==> src/include/adc_regs_params.svh <==
// Purpose: Offsets, field positions, reset words and constants of the range/status bank
// Assumes: Register index is the word index; byte address is four times the index
// Notes:   Definitions only
`ifndef ADC_REGS_PARAMS_SVH
`define ADC_REGS_PARAMS_SVH

// Register indexes (byte address = index * 4)
`define IDX_CONFIG         6'h02
`define IDX_A_RANGE_LOW    6'h04
`define IDX_A_RANGE_HIGH   6'h05
`define IDX_B_RANGE_LOW    6'h06
`define IDX_B_RANGE_HIGH   6'h07
`define IDX_STATUS         6'h08
`define IDX_A_OVERRANGE    6'h0A
`define IDX_B_OVERRANGE    6'h0B

// Word layout
`define DIR_BIT            15
`define SEL_HI             14
`define SEL_LO             9
`define RSVD_BIT           8
`define FIELD_HI           7
`define STATUS_APPEND_BIT  1

// Reset words
`define RST_CONFIG         16'h0400
`define RST_A_RANGE_LOW    16'h08FF
`define RST_A_RANGE_HIGH   16'h0AFF
`define RST_B_RANGE_LOW    16'h0CFF
`define RST_B_RANGE_HIGH   16'h0EFF
`define RST_STATUS         16'h0000
`define RST_A_OVERRANGE    16'h1400
`define RST_B_OVERRANGE    16'h1600

// Bus decode
`define BUS_ADDR_LSB       2
`define BUS_ADDR_HI_ZERO   24'h000000
`define BUS_SIZE_WORD      3'h2

// Full-scale spans in millivolts
`define SPAN_10V_MV        16'h2710
`define SPAN_5V_MV         16'h1388
`define SPAN_2V5_MV        16'h09C4
`define OVERRANGE_DIV      16'h0005

// Output data check and test pattern
`define CRC8_POLY          8'h07
`define CRC8_INIT          8'h00
`define TEST_PATTERN_A     16'hAAAA
`define TEST_PATTERN_B     16'h5555

`endif

==> src/include/adc_regs_pkg.sv <==
// Purpose: Types shared by the range/status register bank
// Assumes: Constants live in adc_regs_params.svh
// Notes:   One-hot bus states
package adc_regs_pkg;

   typedef logic [5:0] reg_idx_t;

   typedef enum logic [1:0] {
      BUS_IDLE = 2'b01,
      BUS_WAIT = 2'b10
   } bus_state_e;

   typedef enum logic [1:0] {
      SPAN_10V_ALT = 2'b00,
      SPAN_2V5     = 2'b01,
      SPAN_5V      = 2'b10,
      SPAN_10V     = 2'b11
   } span_code_e;

   typedef enum logic [3:0] {
      CH_INPUT0       = 4'h0,
      CH_INPUT1       = 4'h1,
      CH_INPUT2       = 4'h2,
      CH_INPUT3       = 4'h3,
      CH_INPUT4       = 4'h4,
      CH_INPUT5       = 4'h5,
      CH_INPUT6       = 4'h6,
      CH_INPUT7       = 4'h7,
      CH_SUPPLY       = 4'h8,
      CH_REGULATOR    = 4'h9,
      CH_TEST_PATTERN = 4'hB
   } chan_code_e;

endpackage : adc_regs_pkg

==> src/rtl/adc_range_status_regs.sv <==
// Purpose: Range, over-range and conversion status register bank on AHB-Lite
// Assumes: Converter side presents conv_valid pulses with indices and data
// Notes:   Each register word except status carries direction, its own select and a reserved bit
// Operation
// - Bit 15 of a word is the direction: 0 asks a read, 1 asks a write.
// - Bits 14 to 9 carry the six-bit select naming the register accessed.
// - Bit 8 of range, over-range and config words is reserved and reads zero.
// - Word 0x6 holds B channels 3..0 spans in bits 7-6..1-0, reset 0xCFF.
// - Word 0x7 holds B channels 7..4 spans in bits 7-6..1-0, reset 0xEFF.
// - Span code 00 and 11 mean 10 V, 01 means 2.5 V, 10 means 5 V; reset 11.
// - Status bits 15-12 show the last A channel converted; status resets to 0.
// - Status bits 11-8 show the last B channel converted.
// - Status bits 7-0 hold the read-only 8-bit CRC of the output data.
// - Word 0xA bit n widens A channel n span by 20 percent; reset 0x1400.
// - Word 0xB bit n widens B channel n span by 20 percent; reset 0x1600.
// - B over-range bits 0-3 act on word 0x06 spans, bits 4-7 on word 0x07.
// - A over-range bits 0-3 act on word 0x04 spans, bits 4-7 on word 0x05.
// - With status append enabled each result carries the status word.
// - Index codes 0-7 are inputs, 8 supply, 9 regulator, 11 test pattern.
`timescale 1ns/100ps
`include "adc_regs_params.svh"

module adc_range_status_regs
   import adc_regs_pkg::*;
(
   input  wire logic         clk_sys,
   input  wire logic         rst_n,
   input  wire logic         hsel,
   input  wire logic [31:0]  haddr,
   input  wire logic [1:0]   htrans,
   input  wire logic         hwrite,
   input  wire logic [2:0]   hsize,
   input  wire logic [31:0]  hwdata,
   input  wire logic         hready,
   output logic              hreadyout,
   output logic [31:0]       hrdata,
   output logic              hresp,
   input  wire logic         conv_valid,
   input  wire logic [3:0]   conv_a_index,
   input  wire logic [3:0]   conv_b_index,
   input  wire logic [15:0]  conv_a_data,
   input  wire logic [15:0]  conv_b_data,
   output logic              result_valid,
   output logic [15:0]       result_a,
   output logic [15:0]       result_b,
   output logic [15:0]       result_status,
   output logic              result_status_valid,
   output logic [15:0]       a_span_code,
   output logic [15:0]       b_span_code,
   output logic [7:0]        a_span_extend,
   output logic [7:0]        b_span_extend,
   output logic [127:0]      a_full_scale_mv,
   output logic [127:0]      b_full_scale_mv
);

   localparam logic [15:0] RST_CFG  = `RST_CONFIG;
   localparam logic [15:0] RST_AL   = `RST_A_RANGE_LOW;
   localparam logic [15:0] RST_AH   = `RST_A_RANGE_HIGH;
   localparam logic [15:0] RST_BL   = `RST_B_RANGE_LOW;
   localparam logic [15:0] RST_BH   = `RST_B_RANGE_HIGH;
   localparam logic [15:0] RST_AOVR = `RST_A_OVERRANGE;
   localparam logic [15:0] RST_BOVR = `RST_B_OVERRANGE;

   reg_idx_t     reg_sel;
   logic         reg_wr;
   logic [15:0]  reg_wdata;
   logic [15:0]  reg_rdata;
   logic [15:0]  status_word;
   logic         wr_ok;

   logic         status_append_enable;
   logic         next_status_append_enable;
   logic [7:0]   a_range_low;
   logic [7:0]   next_a_range_low;
   logic [7:0]   a_range_high;
   logic [7:0]   next_a_range_high;
   logic [7:0]   b_range_low;
   logic [7:0]   next_b_range_low;
   logic [7:0]   b_range_high;
   logic [7:0]   next_b_range_high;
   logic [7:0]   a_overrange;
   logic [7:0]   next_a_overrange;
   logic [7:0]   b_overrange;
   logic [7:0]   next_b_overrange;
   logic [127:0] next_a_full_scale_mv;
   logic [127:0] next_b_full_scale_mv;

   // Read word: direction reads 0, select echoes the register, bit 8 zero
   function automatic logic [15:0] read_word(input reg_idx_t idx, input logic [7:0] fields);
      return {1'b0, idx, 1'b0, fields};
   endfunction : read_word

   function automatic logic [15:0] full_scale_mv(input logic [1:0] code, input logic extend);
      logic [15:0] base;
      case (span_code_e'(code))
         SPAN_2V5: base = `SPAN_2V5_MV;
         SPAN_5V:  base = `SPAN_5V_MV;
         default:  base = `SPAN_10V_MV;
      endcase
      return extend ? base + (base / `OVERRANGE_DIV) : base;
   endfunction : full_scale_mv

   ahb_reg_port u_bus (
      .clk_sys   (clk_sys),
      .rst_n     (rst_n),
      .hsel      (hsel),
      .haddr     (haddr),
      .htrans    (htrans),
      .hwrite    (hwrite),
      .hsize     (hsize),
      .hwdata    (hwdata),
      .hready    (hready),
      .hreadyout (hreadyout),
      .hrdata    (hrdata),
      .hresp     (hresp),
      .reg_sel   (reg_sel),
      .reg_wr    (reg_wr),
      .reg_wdata (reg_wdata),
      .reg_rdata (reg_rdata)
   );

   conv_status_unit u_status (
      .clk_sys              (clk_sys),
      .rst_n                (rst_n),
      .conv_valid           (conv_valid),
      .conv_a_index         (conv_a_index),
      .conv_b_index         (conv_b_index),
      .conv_a_data          (conv_a_data),
      .conv_b_data          (conv_b_data),
      .status_append_enable (status_append_enable),
      .status_word          (status_word),
      .result_valid         (result_valid),
      .result_a             (result_a),
      .result_b             (result_b),
      .result_status        (result_status),
      .result_status_valid  (result_status_valid)
   );

   // Readback
   always_comb begin
      case (reg_sel)
         `IDX_CONFIG:       reg_rdata = read_word(reg_sel, {6'h00, status_append_enable, 1'b0});
         `IDX_A_RANGE_LOW:  reg_rdata = read_word(reg_sel, a_range_low);
         `IDX_A_RANGE_HIGH: reg_rdata = read_word(reg_sel, a_range_high);
         `IDX_B_RANGE_LOW:  reg_rdata = read_word(reg_sel, b_range_low);
         `IDX_B_RANGE_HIGH: reg_rdata = read_word(reg_sel, b_range_high);
         `IDX_STATUS:       reg_rdata = status_word;
         `IDX_A_OVERRANGE:  reg_rdata = read_word(reg_sel, a_overrange);
         `IDX_B_OVERRANGE:  reg_rdata = read_word(reg_sel, b_overrange);
         default:           reg_rdata = 16'h0000;
      endcase
   end

   // A word whose direction or select disagrees with its address is dropped,
   // so a stray read-formatted word can never overwrite a span
   always_comb begin
      wr_ok = reg_wr && reg_wdata[`DIR_BIT] &&
              (reg_wdata[`SEL_HI:`SEL_LO] == reg_sel);
      next_status_append_enable = status_append_enable;
      next_a_range_low          = a_range_low;
      next_a_range_high         = a_range_high;
      next_b_range_low          = b_range_low;
      next_b_range_high         = b_range_high;
      next_a_overrange          = a_overrange;
      next_b_overrange          = b_overrange;
      if (wr_ok) begin
         case (reg_sel)
            `IDX_CONFIG:       next_status_append_enable = reg_wdata[`STATUS_APPEND_BIT];
            `IDX_A_RANGE_LOW:  next_a_range_low  = reg_wdata[`FIELD_HI:0];
            `IDX_A_RANGE_HIGH: next_a_range_high = reg_wdata[`FIELD_HI:0];
            `IDX_B_RANGE_LOW:  next_b_range_low  = reg_wdata[`FIELD_HI:0];
            `IDX_B_RANGE_HIGH: next_b_range_high = reg_wdata[`FIELD_HI:0];
            `IDX_A_OVERRANGE:  next_a_overrange  = reg_wdata[`FIELD_HI:0];
            `IDX_B_OVERRANGE:  next_b_overrange  = reg_wdata[`FIELD_HI:0];
            default: begin
            end
         endcase
      end
   end

   // Effective spans follow the register values one cycle later
   always_comb begin
      for (int n = 0; n < 4; n++) begin
         next_a_full_scale_mv[16*n +: 16]     = full_scale_mv(a_range_low[2*n +: 2],
                                                              a_overrange[n]);
         next_a_full_scale_mv[16*(n+4) +: 16] = full_scale_mv(a_range_high[2*n +: 2],
                                                              a_overrange[n+4]);
         next_b_full_scale_mv[16*n +: 16]     = full_scale_mv(b_range_low[2*n +: 2],
                                                              b_overrange[n]);
         next_b_full_scale_mv[16*(n+4) +: 16] = full_scale_mv(b_range_high[2*n +: 2],
                                                              b_overrange[n+4]);
      end
   end

   always_ff @(posedge clk_sys or negedge rst_n) begin
      if (!rst_n) begin
         status_append_enable <= RST_CFG[`STATUS_APPEND_BIT];
         a_range_low          <= RST_AL[`FIELD_HI:0];
         a_range_high         <= RST_AH[`FIELD_HI:0];
         b_range_low          <= RST_BL[`FIELD_HI:0];
         b_range_high         <= RST_BH[`FIELD_HI:0];
         a_overrange          <= RST_AOVR[`FIELD_HI:0];
         b_overrange          <= RST_BOVR[`FIELD_HI:0];
         a_full_scale_mv      <= {8{`SPAN_10V_MV}};
         b_full_scale_mv      <= {8{`SPAN_10V_MV}};
      end else begin
         status_append_enable <= next_status_append_enable;
         a_range_low          <= next_a_range_low;
         a_range_high         <= next_a_range_high;
         b_range_low          <= next_b_range_low;
         b_range_high         <= next_b_range_high;
         a_overrange          <= next_a_overrange;
         b_overrange          <= next_b_overrange;
         a_full_scale_mv      <= next_a_full_scale_mv;
         b_full_scale_mv      <= next_b_full_scale_mv;
      end
   end

   assign a_span_code   = {a_range_high, a_range_low};
   assign b_span_code   = {b_range_high, b_range_low};
   assign a_span_extend = a_overrange;
   assign b_span_extend = b_overrange;

endmodule : adc_range_status_regs

==> src/rtl/ahb_reg_port.sv <==
// Purpose: AHB-Lite slave front end with one wait state per transfer
// Assumes: Single slave on the bus, so hready is our own hreadyout
// Notes:   Read data and ready come from flops; response is always OKAY
`timescale 1ns/100ps
`include "adc_regs_params.svh"

module ahb_reg_port
   import adc_regs_pkg::*;
(
   input  wire logic        clk_sys,
   input  wire logic        rst_n,
   input  wire logic        hsel,
   input  wire logic [31:0] haddr,
   input  wire logic [1:0]  htrans,
   input  wire logic        hwrite,
   input  wire logic [2:0]  hsize,
   input  wire logic [31:0] hwdata,
   input  wire logic        hready,
   output logic             hreadyout,
   output logic [31:0]      hrdata,
   output logic             hresp,
   output reg_idx_t         reg_sel,
   output logic             reg_wr,
   output logic [15:0]      reg_wdata,
   input  wire logic [15:0] reg_rdata
);

   bus_state_e  state;
   bus_state_e  next_state;
   reg_idx_t    sel;
   reg_idx_t    next_sel;
   logic        wr_pend;
   logic        next_wr_pend;
   logic        ok;
   logic        next_ok;
   logic        next_hreadyout;
   logic [31:0] next_hrdata;

   always_comb begin
      next_state     = state;
      next_sel       = sel;
      next_wr_pend   = wr_pend;
      next_ok        = ok;
      next_hreadyout = hreadyout;
      next_hrdata    = hrdata;
      reg_wr         = 1'b0;
      case (state)
         BUS_IDLE: begin
            if (hsel && htrans[1] && hready) begin
               next_sel       = haddr[7:`BUS_ADDR_LSB];
               next_wr_pend   = hwrite;
               // Only aligned whole words inside the bank are honoured
               next_ok        = (haddr[31:8] == `BUS_ADDR_HI_ZERO) &&
                                (haddr[1:0] == 2'h0) && (hsize == `BUS_SIZE_WORD);
               next_hreadyout = 1'b0;
               next_state     = BUS_WAIT;
            end
         end
         BUS_WAIT: begin
            // hwdata is valid in this data-phase cycle
            reg_wr         = wr_pend && ok;
            next_hrdata    = (ok && !wr_pend) ? {16'h0000, reg_rdata} : 32'h00000000;
            next_hreadyout = 1'b1;
            next_state     = BUS_IDLE;
         end
         default: begin
            next_hreadyout = 1'b1;
            next_state     = BUS_IDLE;
         end
      endcase
   end

   always_ff @(posedge clk_sys or negedge rst_n) begin
      if (!rst_n) begin
         state     <= BUS_IDLE;
         sel       <= 6'h00;
         wr_pend   <= 1'b0;
         ok        <= 1'b0;
         hreadyout <= 1'b1;
         hrdata    <= 32'h00000000;
         hresp     <= 1'b0;
      end else begin
         state     <= next_state;
         sel       <= next_sel;
         wr_pend   <= next_wr_pend;
         ok        <= next_ok;
         hreadyout <= next_hreadyout;
         hrdata    <= next_hrdata;
         hresp     <= 1'b0;
      end
   end

   assign reg_sel   = sel;
   assign reg_wdata = hwdata[15:0];

endmodule : ahb_reg_port

==> src/rtl/conv_status_unit.sv <==
// Purpose: Tracks last converted channels, output-data CRC and result framing
// Assumes: conv_valid is a one-cycle pulse per simultaneous conversion pair
// Notes:   Result appears one cycle after conv_valid
`timescale 1ns/100ps
`include "adc_regs_params.svh"

module conv_status_unit
   import adc_regs_pkg::*;
(
   input  wire logic        clk_sys,
   input  wire logic        rst_n,
   input  wire logic        conv_valid,
   input  wire logic [3:0]  conv_a_index,
   input  wire logic [3:0]  conv_b_index,
   input  wire logic [15:0] conv_a_data,
   input  wire logic [15:0] conv_b_data,
   input  wire logic        status_append_enable,
   output logic [15:0]      status_word,
   output logic             result_valid,
   output logic [15:0]      result_a,
   output logic [15:0]      result_b,
   output logic [15:0]      result_status,
   output logic             result_status_valid
);

   logic [15:0] a_word;
   logic [15:0] b_word;
   logic [7:0]  crc_new;
   logic [15:0] next_status_word;
   logic        next_result_valid;
   logic [15:0] next_result_a;
   logic [15:0] next_result_b;
   logic [15:0] next_result_status;
   logic        next_result_status_valid;

   function automatic logic [7:0] crc8_word(input logic [7:0] crc_in, input logic [15:0] data);
      logic [7:0] c;
      c = crc_in;
      for (int i = 15; i >= 0; i--) begin
         if (c[7] ^ data[i]) begin
            c = {c[6:0], 1'b0} ^ `CRC8_POLY;
         end else begin
            c = {c[6:0], 1'b0};
         end
      end
      return c;
   endfunction : crc8_word

   always_comb begin
      a_word = (conv_a_index == CH_TEST_PATTERN) ? `TEST_PATTERN_A : conv_a_data;
      b_word = (conv_b_index == CH_TEST_PATTERN) ? `TEST_PATTERN_B : conv_b_data;
      crc_new = crc8_word(crc8_word(`CRC8_INIT, a_word), b_word);
      next_status_word         = status_word;
      next_result_valid        = 1'b0;
      next_result_a            = result_a;
      next_result_b            = result_b;
      next_result_status       = result_status;
      next_result_status_valid = 1'b0;
      if (conv_valid) begin
         next_status_word  = {conv_a_index, conv_b_index, crc_new};
         next_result_valid = 1'b1;
         next_result_a     = a_word;
         next_result_b     = b_word;
         next_result_status       = status_append_enable ? next_status_word : 16'h0000;
         next_result_status_valid = status_append_enable;
      end
   end

   always_ff @(posedge clk_sys or negedge rst_n) begin
      if (!rst_n) begin
         status_word         <= `RST_STATUS;
         result_valid        <= 1'b0;
         result_a            <= 16'h0000;
         result_b            <= 16'h0000;
         result_status       <= 16'h0000;
         result_status_valid <= 1'b0;
      end else begin
         status_word         <= next_status_word;
         result_valid        <= next_result_valid;
         result_a            <= next_result_a;
         result_b            <= next_result_b;
         result_status       <= next_result_status;
         result_status_valid <= next_result_status_valid;
      end
   end

endmodule : conv_status_unit

==> config.mk <==
export PLATFORM = sky130hd
export DESIGN_NAME = adc_range_status_regs
export DESIGN_NICKNAME = d
export VERILOG_FILES = /design/src/include/adc_regs_pkg.sv /design/src/rtl/adc_range_status_regs.sv /design/src/rtl/ahb_reg_port.sv /design/src/rtl/conv_status_unit.sv
export VERILOG_INCLUDE_DIRS = /design/src /design/src/include
export SDC_FILE = /design/constraint.sdc
export NUM_CORES = 1
export LEC_CHECK = 0
export ABC_AREA = 1
export BUFFER_PORTS_ARGS = -buffer_cell sky130_fd_sc_hd__clkbuf_2
export CAP_MARGIN = 0
export CORE_AREA = 5 5 195 197
export CTS_CLUSTER_SIZE = 10
export DETAILED_ROUTE_END_ITERATION = 12
export DIE_AREA = 0 0 200 202
export PLACE_DENSITY = 0.81
export SYNTH_ARGS = -nofsm -noshare
export SYNTH_HDL_FRONTEND = slang
export SYNTH_HIERARCHICAL = 1
export SYNTH_SLANG_ARGS = --single-unit
==> constraint.sdc <==
create_clock -name clk_sys -period 6.19 [get_ports clk_sys]
set_clock_uncertainty 0.15 [all_clocks]
set_input_delay 1.238 -clock clk_sys [delete_from_list [all_inputs] [get_ports clk_sys]]
set_output_delay 1.238 -clock clk_sys [all_outputs]
set_load 0.03 [all_outputs]
==> flow_summary.json <==
{
  "run_status": "finished clean",
  "detailed_place_hpwl_um": 37900,
  "timing_worst_setup_path_type": "in2reg",
  "critical_path.cell_chain": "clkbuf_2 -> inv_2 -> nor2_4 -> nand2_4 -> nand2_1 -> inv_1 -> nand3_1 -> nand3_1 -> nand2_1 -> nand2_1 -> nand2_1 -> nand3_1 -> nand2_1 -> nand2_1 -> nand2_1 -> xnor2_1 -> nand3_1 -> nand2_2 -> nand2_2 -> nand3_1 -> nand2_1",
  "finalWorstPathRequiredPeriod_ns": 3.61,
  "crit_path_max_incr_delay_ns": 0.28,
  "critical_path_buf_inv_count": 3,
  "timing.critical_path.required_ns": 6.47,
  "max_slew.worst_pin.slew_ns": 0.921,
  "pwr-share-clk": 0.401,
  "grt-ovfl-total": 0,
  "cts_tree": "done",
  "setup_violations": 0,
  "buffer_ports.inserted": 451,
  "vias_per_cell": 5.06,
  "switching_power_share_of_the_total": 0.291,
  "whs_ns": 0.323,
  "ff2ff_path_depth": 9,
  "antenna_violations_before_repair": 0,
  "stdcell_count": 2727,
  "post_drt_wl_per_cell_um": 18.4,
  "r2r-end": "b_span_extend[2]$_DFFE_PN0P_",
  "kind_of_end_point_of_the_critical_path": "register",
  "clkTransAtPathRegs_ns": 0.06,
  "first_iter_violations": 979,
  "crit_family": "simple AND/OR/NAND/NOR gates",
  "post-route-drc-count": 0,
  "fmax_mhz": 277,
  "final_layout_size_suffix_gt1_frac": 0.312,
  "crit_path_start_kind": "input port",
  "synth_area_um2": 16300,
  "total_power_density_per_cell_area_nw_per_um2": 291,
  "cap_viol_max_count": 0,
  "vias_in_the_first_global_route": 13900,
  "hold_buffers": 0,
  "core_area_um2": 36100,
  "commonest_cells_after_routing_fill_and_taps_aside": "508 x sky130_fd_sc_hd__nand2_1, 450 x sky130_fd_sc_hd__clkbuf_2, 252 x sky130_fd_sc_hd__dfrtp_1, 189 x sky130_fd_sc_hd__inv_1, 143 x sky130_fd_sc_hd__nand3_1",
  "row_count": 70,
  "cpMaxStageDelayCell": "sky130_fd_sc_hd__xnor2_1",
  "num_vias": 13800,
  "fin_total_pwr_mw": 5.80,
  "p_comb_frac": 0.160,
  "grt_max_degree": 135,
  "start_util": 0.452,
  "dp_slack_ns": 2.12,
  "die-area_um2": 40400,
  "clock-sinks": 365,
  "timing.hold.worst_path_depth": 2,
  "layout.nets": 2388,
  "worstHoldStart": "u_status/status_word[8]$_DFFE_PN0P_",
  "rr_startpoint": "u_bus/state[0]$_DFFE_PN1P_",
  "route.antenna.remaining_nets": 0,
  "syn_avg_cell_area_um2": 9.07,
  "post-place-cells": 2648,
  "global_route_usage_sum": 0.244,
  "final_count_of_pins_violating_max_slew": 0,
  "ff2ff_setup_slack_ns": 2.96,
  "grt_pass1_wl_um": 77300,
  "slew_headroom": 0.385,
  "post-cts-setup-buffers": 0,
  "dieHeight_um": 202,
  "postSynthCellCount": 1799,
  "clk-insertion-delay-late_ns": 0.55,
  "crit_fanout": 28,
  "power_leakage_nw": 10.6,
  "cts-buffers-inserted": 43,
  "finalWirelength_um": 50300,
  "power.internal_mw": 4.12,
  "vdd_drop_max_v": 0.000250,
  "min_path_type": "reg2reg",
  "finalWorstSetupSlack_ns": 2.58,
  "dr.pass1.iters": 5,
  "ys.warnings.count": 6,
  "worstPathArrival_ns": 3.89,
  "cts_max_path_buffers": 3,
  "die_width_um": 200,
  "mostFrequentLayoutCell": "sky130_fd_sc_hd__nand2_1",
  "number_of_instances_resized_during_post_cts_repair": 0,
  "place_congestion": 0.933,
  "synthToLayoutAreaGrowth_pct": 22.2,
  "fin_tns_setup_ns": 0,
  "hold_viol_final": 0,
  "reg_power_frac": 0.439,
  "antenna_cells": 0,
  "post-route-period-util": 0.584,
  "root_buffer": "sky130_fd_sc_hd__clkbuf_16",
  "top_level_ports": 503,
  "setup_repair_after_global_routing_missed_its_margin": "no",
  "clock_h_tree_levels": 2,
  "whs_endpoint": "u_status/status_word[8]$_DFFE_PN0P_",
  "net_switching_power_figure_mw": 1.69,
  "crit_path_frequent_cell": "sky130_fd_sc_hd__nand2_1"
}
[worst register-to-register path, stage by stage, from the launching register on]
cell and delay, ns:
sky130_fd_sc_hd__dfstp_2 0.36, sky130_fd_sc_hd__buf_4 0.22, sky130_fd_sc_hd__nor4_1 0.41, sky130_fd_sc_hd__nand2_1 0.20, sky130_fd_sc_hd__a21oi_1 0.28, sky130_fd_sc_hd__nand3b_4 0.11, sky130_fd_sc_hd__nor2_4 0.73, sky130_fd_sc_hd__nand2_1 0.41
sky130_fd_sc_hd__nand2_1 0.16, sky130_fd_sc_hd__nand2_1 0.08
[registers in the layout, summed over array words and instances (netlist names), 16 cells and up]
name and count:
a_full_scale_mv 112, u_bus/hrdata 16, u_status/result_b 16, b_full_scale_mv 112, u_status/result_a 16, u_status/status_word 16
u_status/result_status 16
[worst max-delay path by stage]
stage / from / to / slack, ns / cells after the start
2_1_floorplan: conv_a_index[1] / u_status/result_status[2]$_DFFE_PN0P_ / 2.87 / 23
3_3_place_gp: conv_a_index[3] / u_status/result_status[2]$_DFFE_PN0P_ / 2.22 / 21
3_5_place_dp: conv_a_index[3] / u_status/result_status[2]$_DFFE_PN0P_ / 2.12 / 21
4_1_cts: conv_b_index[3] / u_status/status_word[7]$_DFFE_PN0P_ / 2.69 / 22
5_1_grt: conv_a_index[3] / u_status/result_status[6]$_DFFE_PN0P_ / 2.23 / 25
6_report: conv_a_index[3] / u_status/result_status[2]$_DFFE_PN0P_ / 2.58 / 21
[power groups by stage]
| stage | registers [mW] | clock network (mW) | logic [mW] |
|---|---|---|---|
| after global routing | 2.56 | 2.50 | 1.04 |
| after detailed placement | 2.58 | 0 | 0.921 |
| after global placement | 2.58 | 0 | 0.898 |
| after CTS | 2.55 | 2.39 | 0.925 |
| final | 2.55 | 2.33 | 0.926 |
| after floorplan | 2.67 | 0 | 0.562 |
[metrics by stage]
step	util	area (µm²)
after floorplan	-	16400
after global placement	0.517	18600
after detailed placement	0.517	18600
after CTS	0.552	19900
after global routing	0.552	19900
final	0.552	19900
[layout make-up]
| class | count | area [µm²] |
|---|---|---|
| Sequential cell | 365 | 9280 |
| Inverter | 208 | 781 |
| Fill cell | 3071 | 16200 |
| Timing Repair Buffer | 458 | 2330 |
| Clock buffer | 75 | 1220 |
| Clock inverter | 4 | 67.6 |
| Multi-Input combinational cell | 1149 | 5670 |
| Tap cell | 468 | 586 |
[layer usage]
metal | global-route usage | up-vias | part of all wire | routed length [µm]
met1 | 0.286 | 6542 | 0.37 | 18400
met3 | 0.0503 | 146 | 0.085 | 4270
met5 | 0 | - | 0 | 0
met2 | 0.421 | 692 | 0.50 | 24900
met4 | 0.120 | 0 | 0.054 | 2700
li1 | - | 6406 | - | -
(Power assumes the default switching activity.)
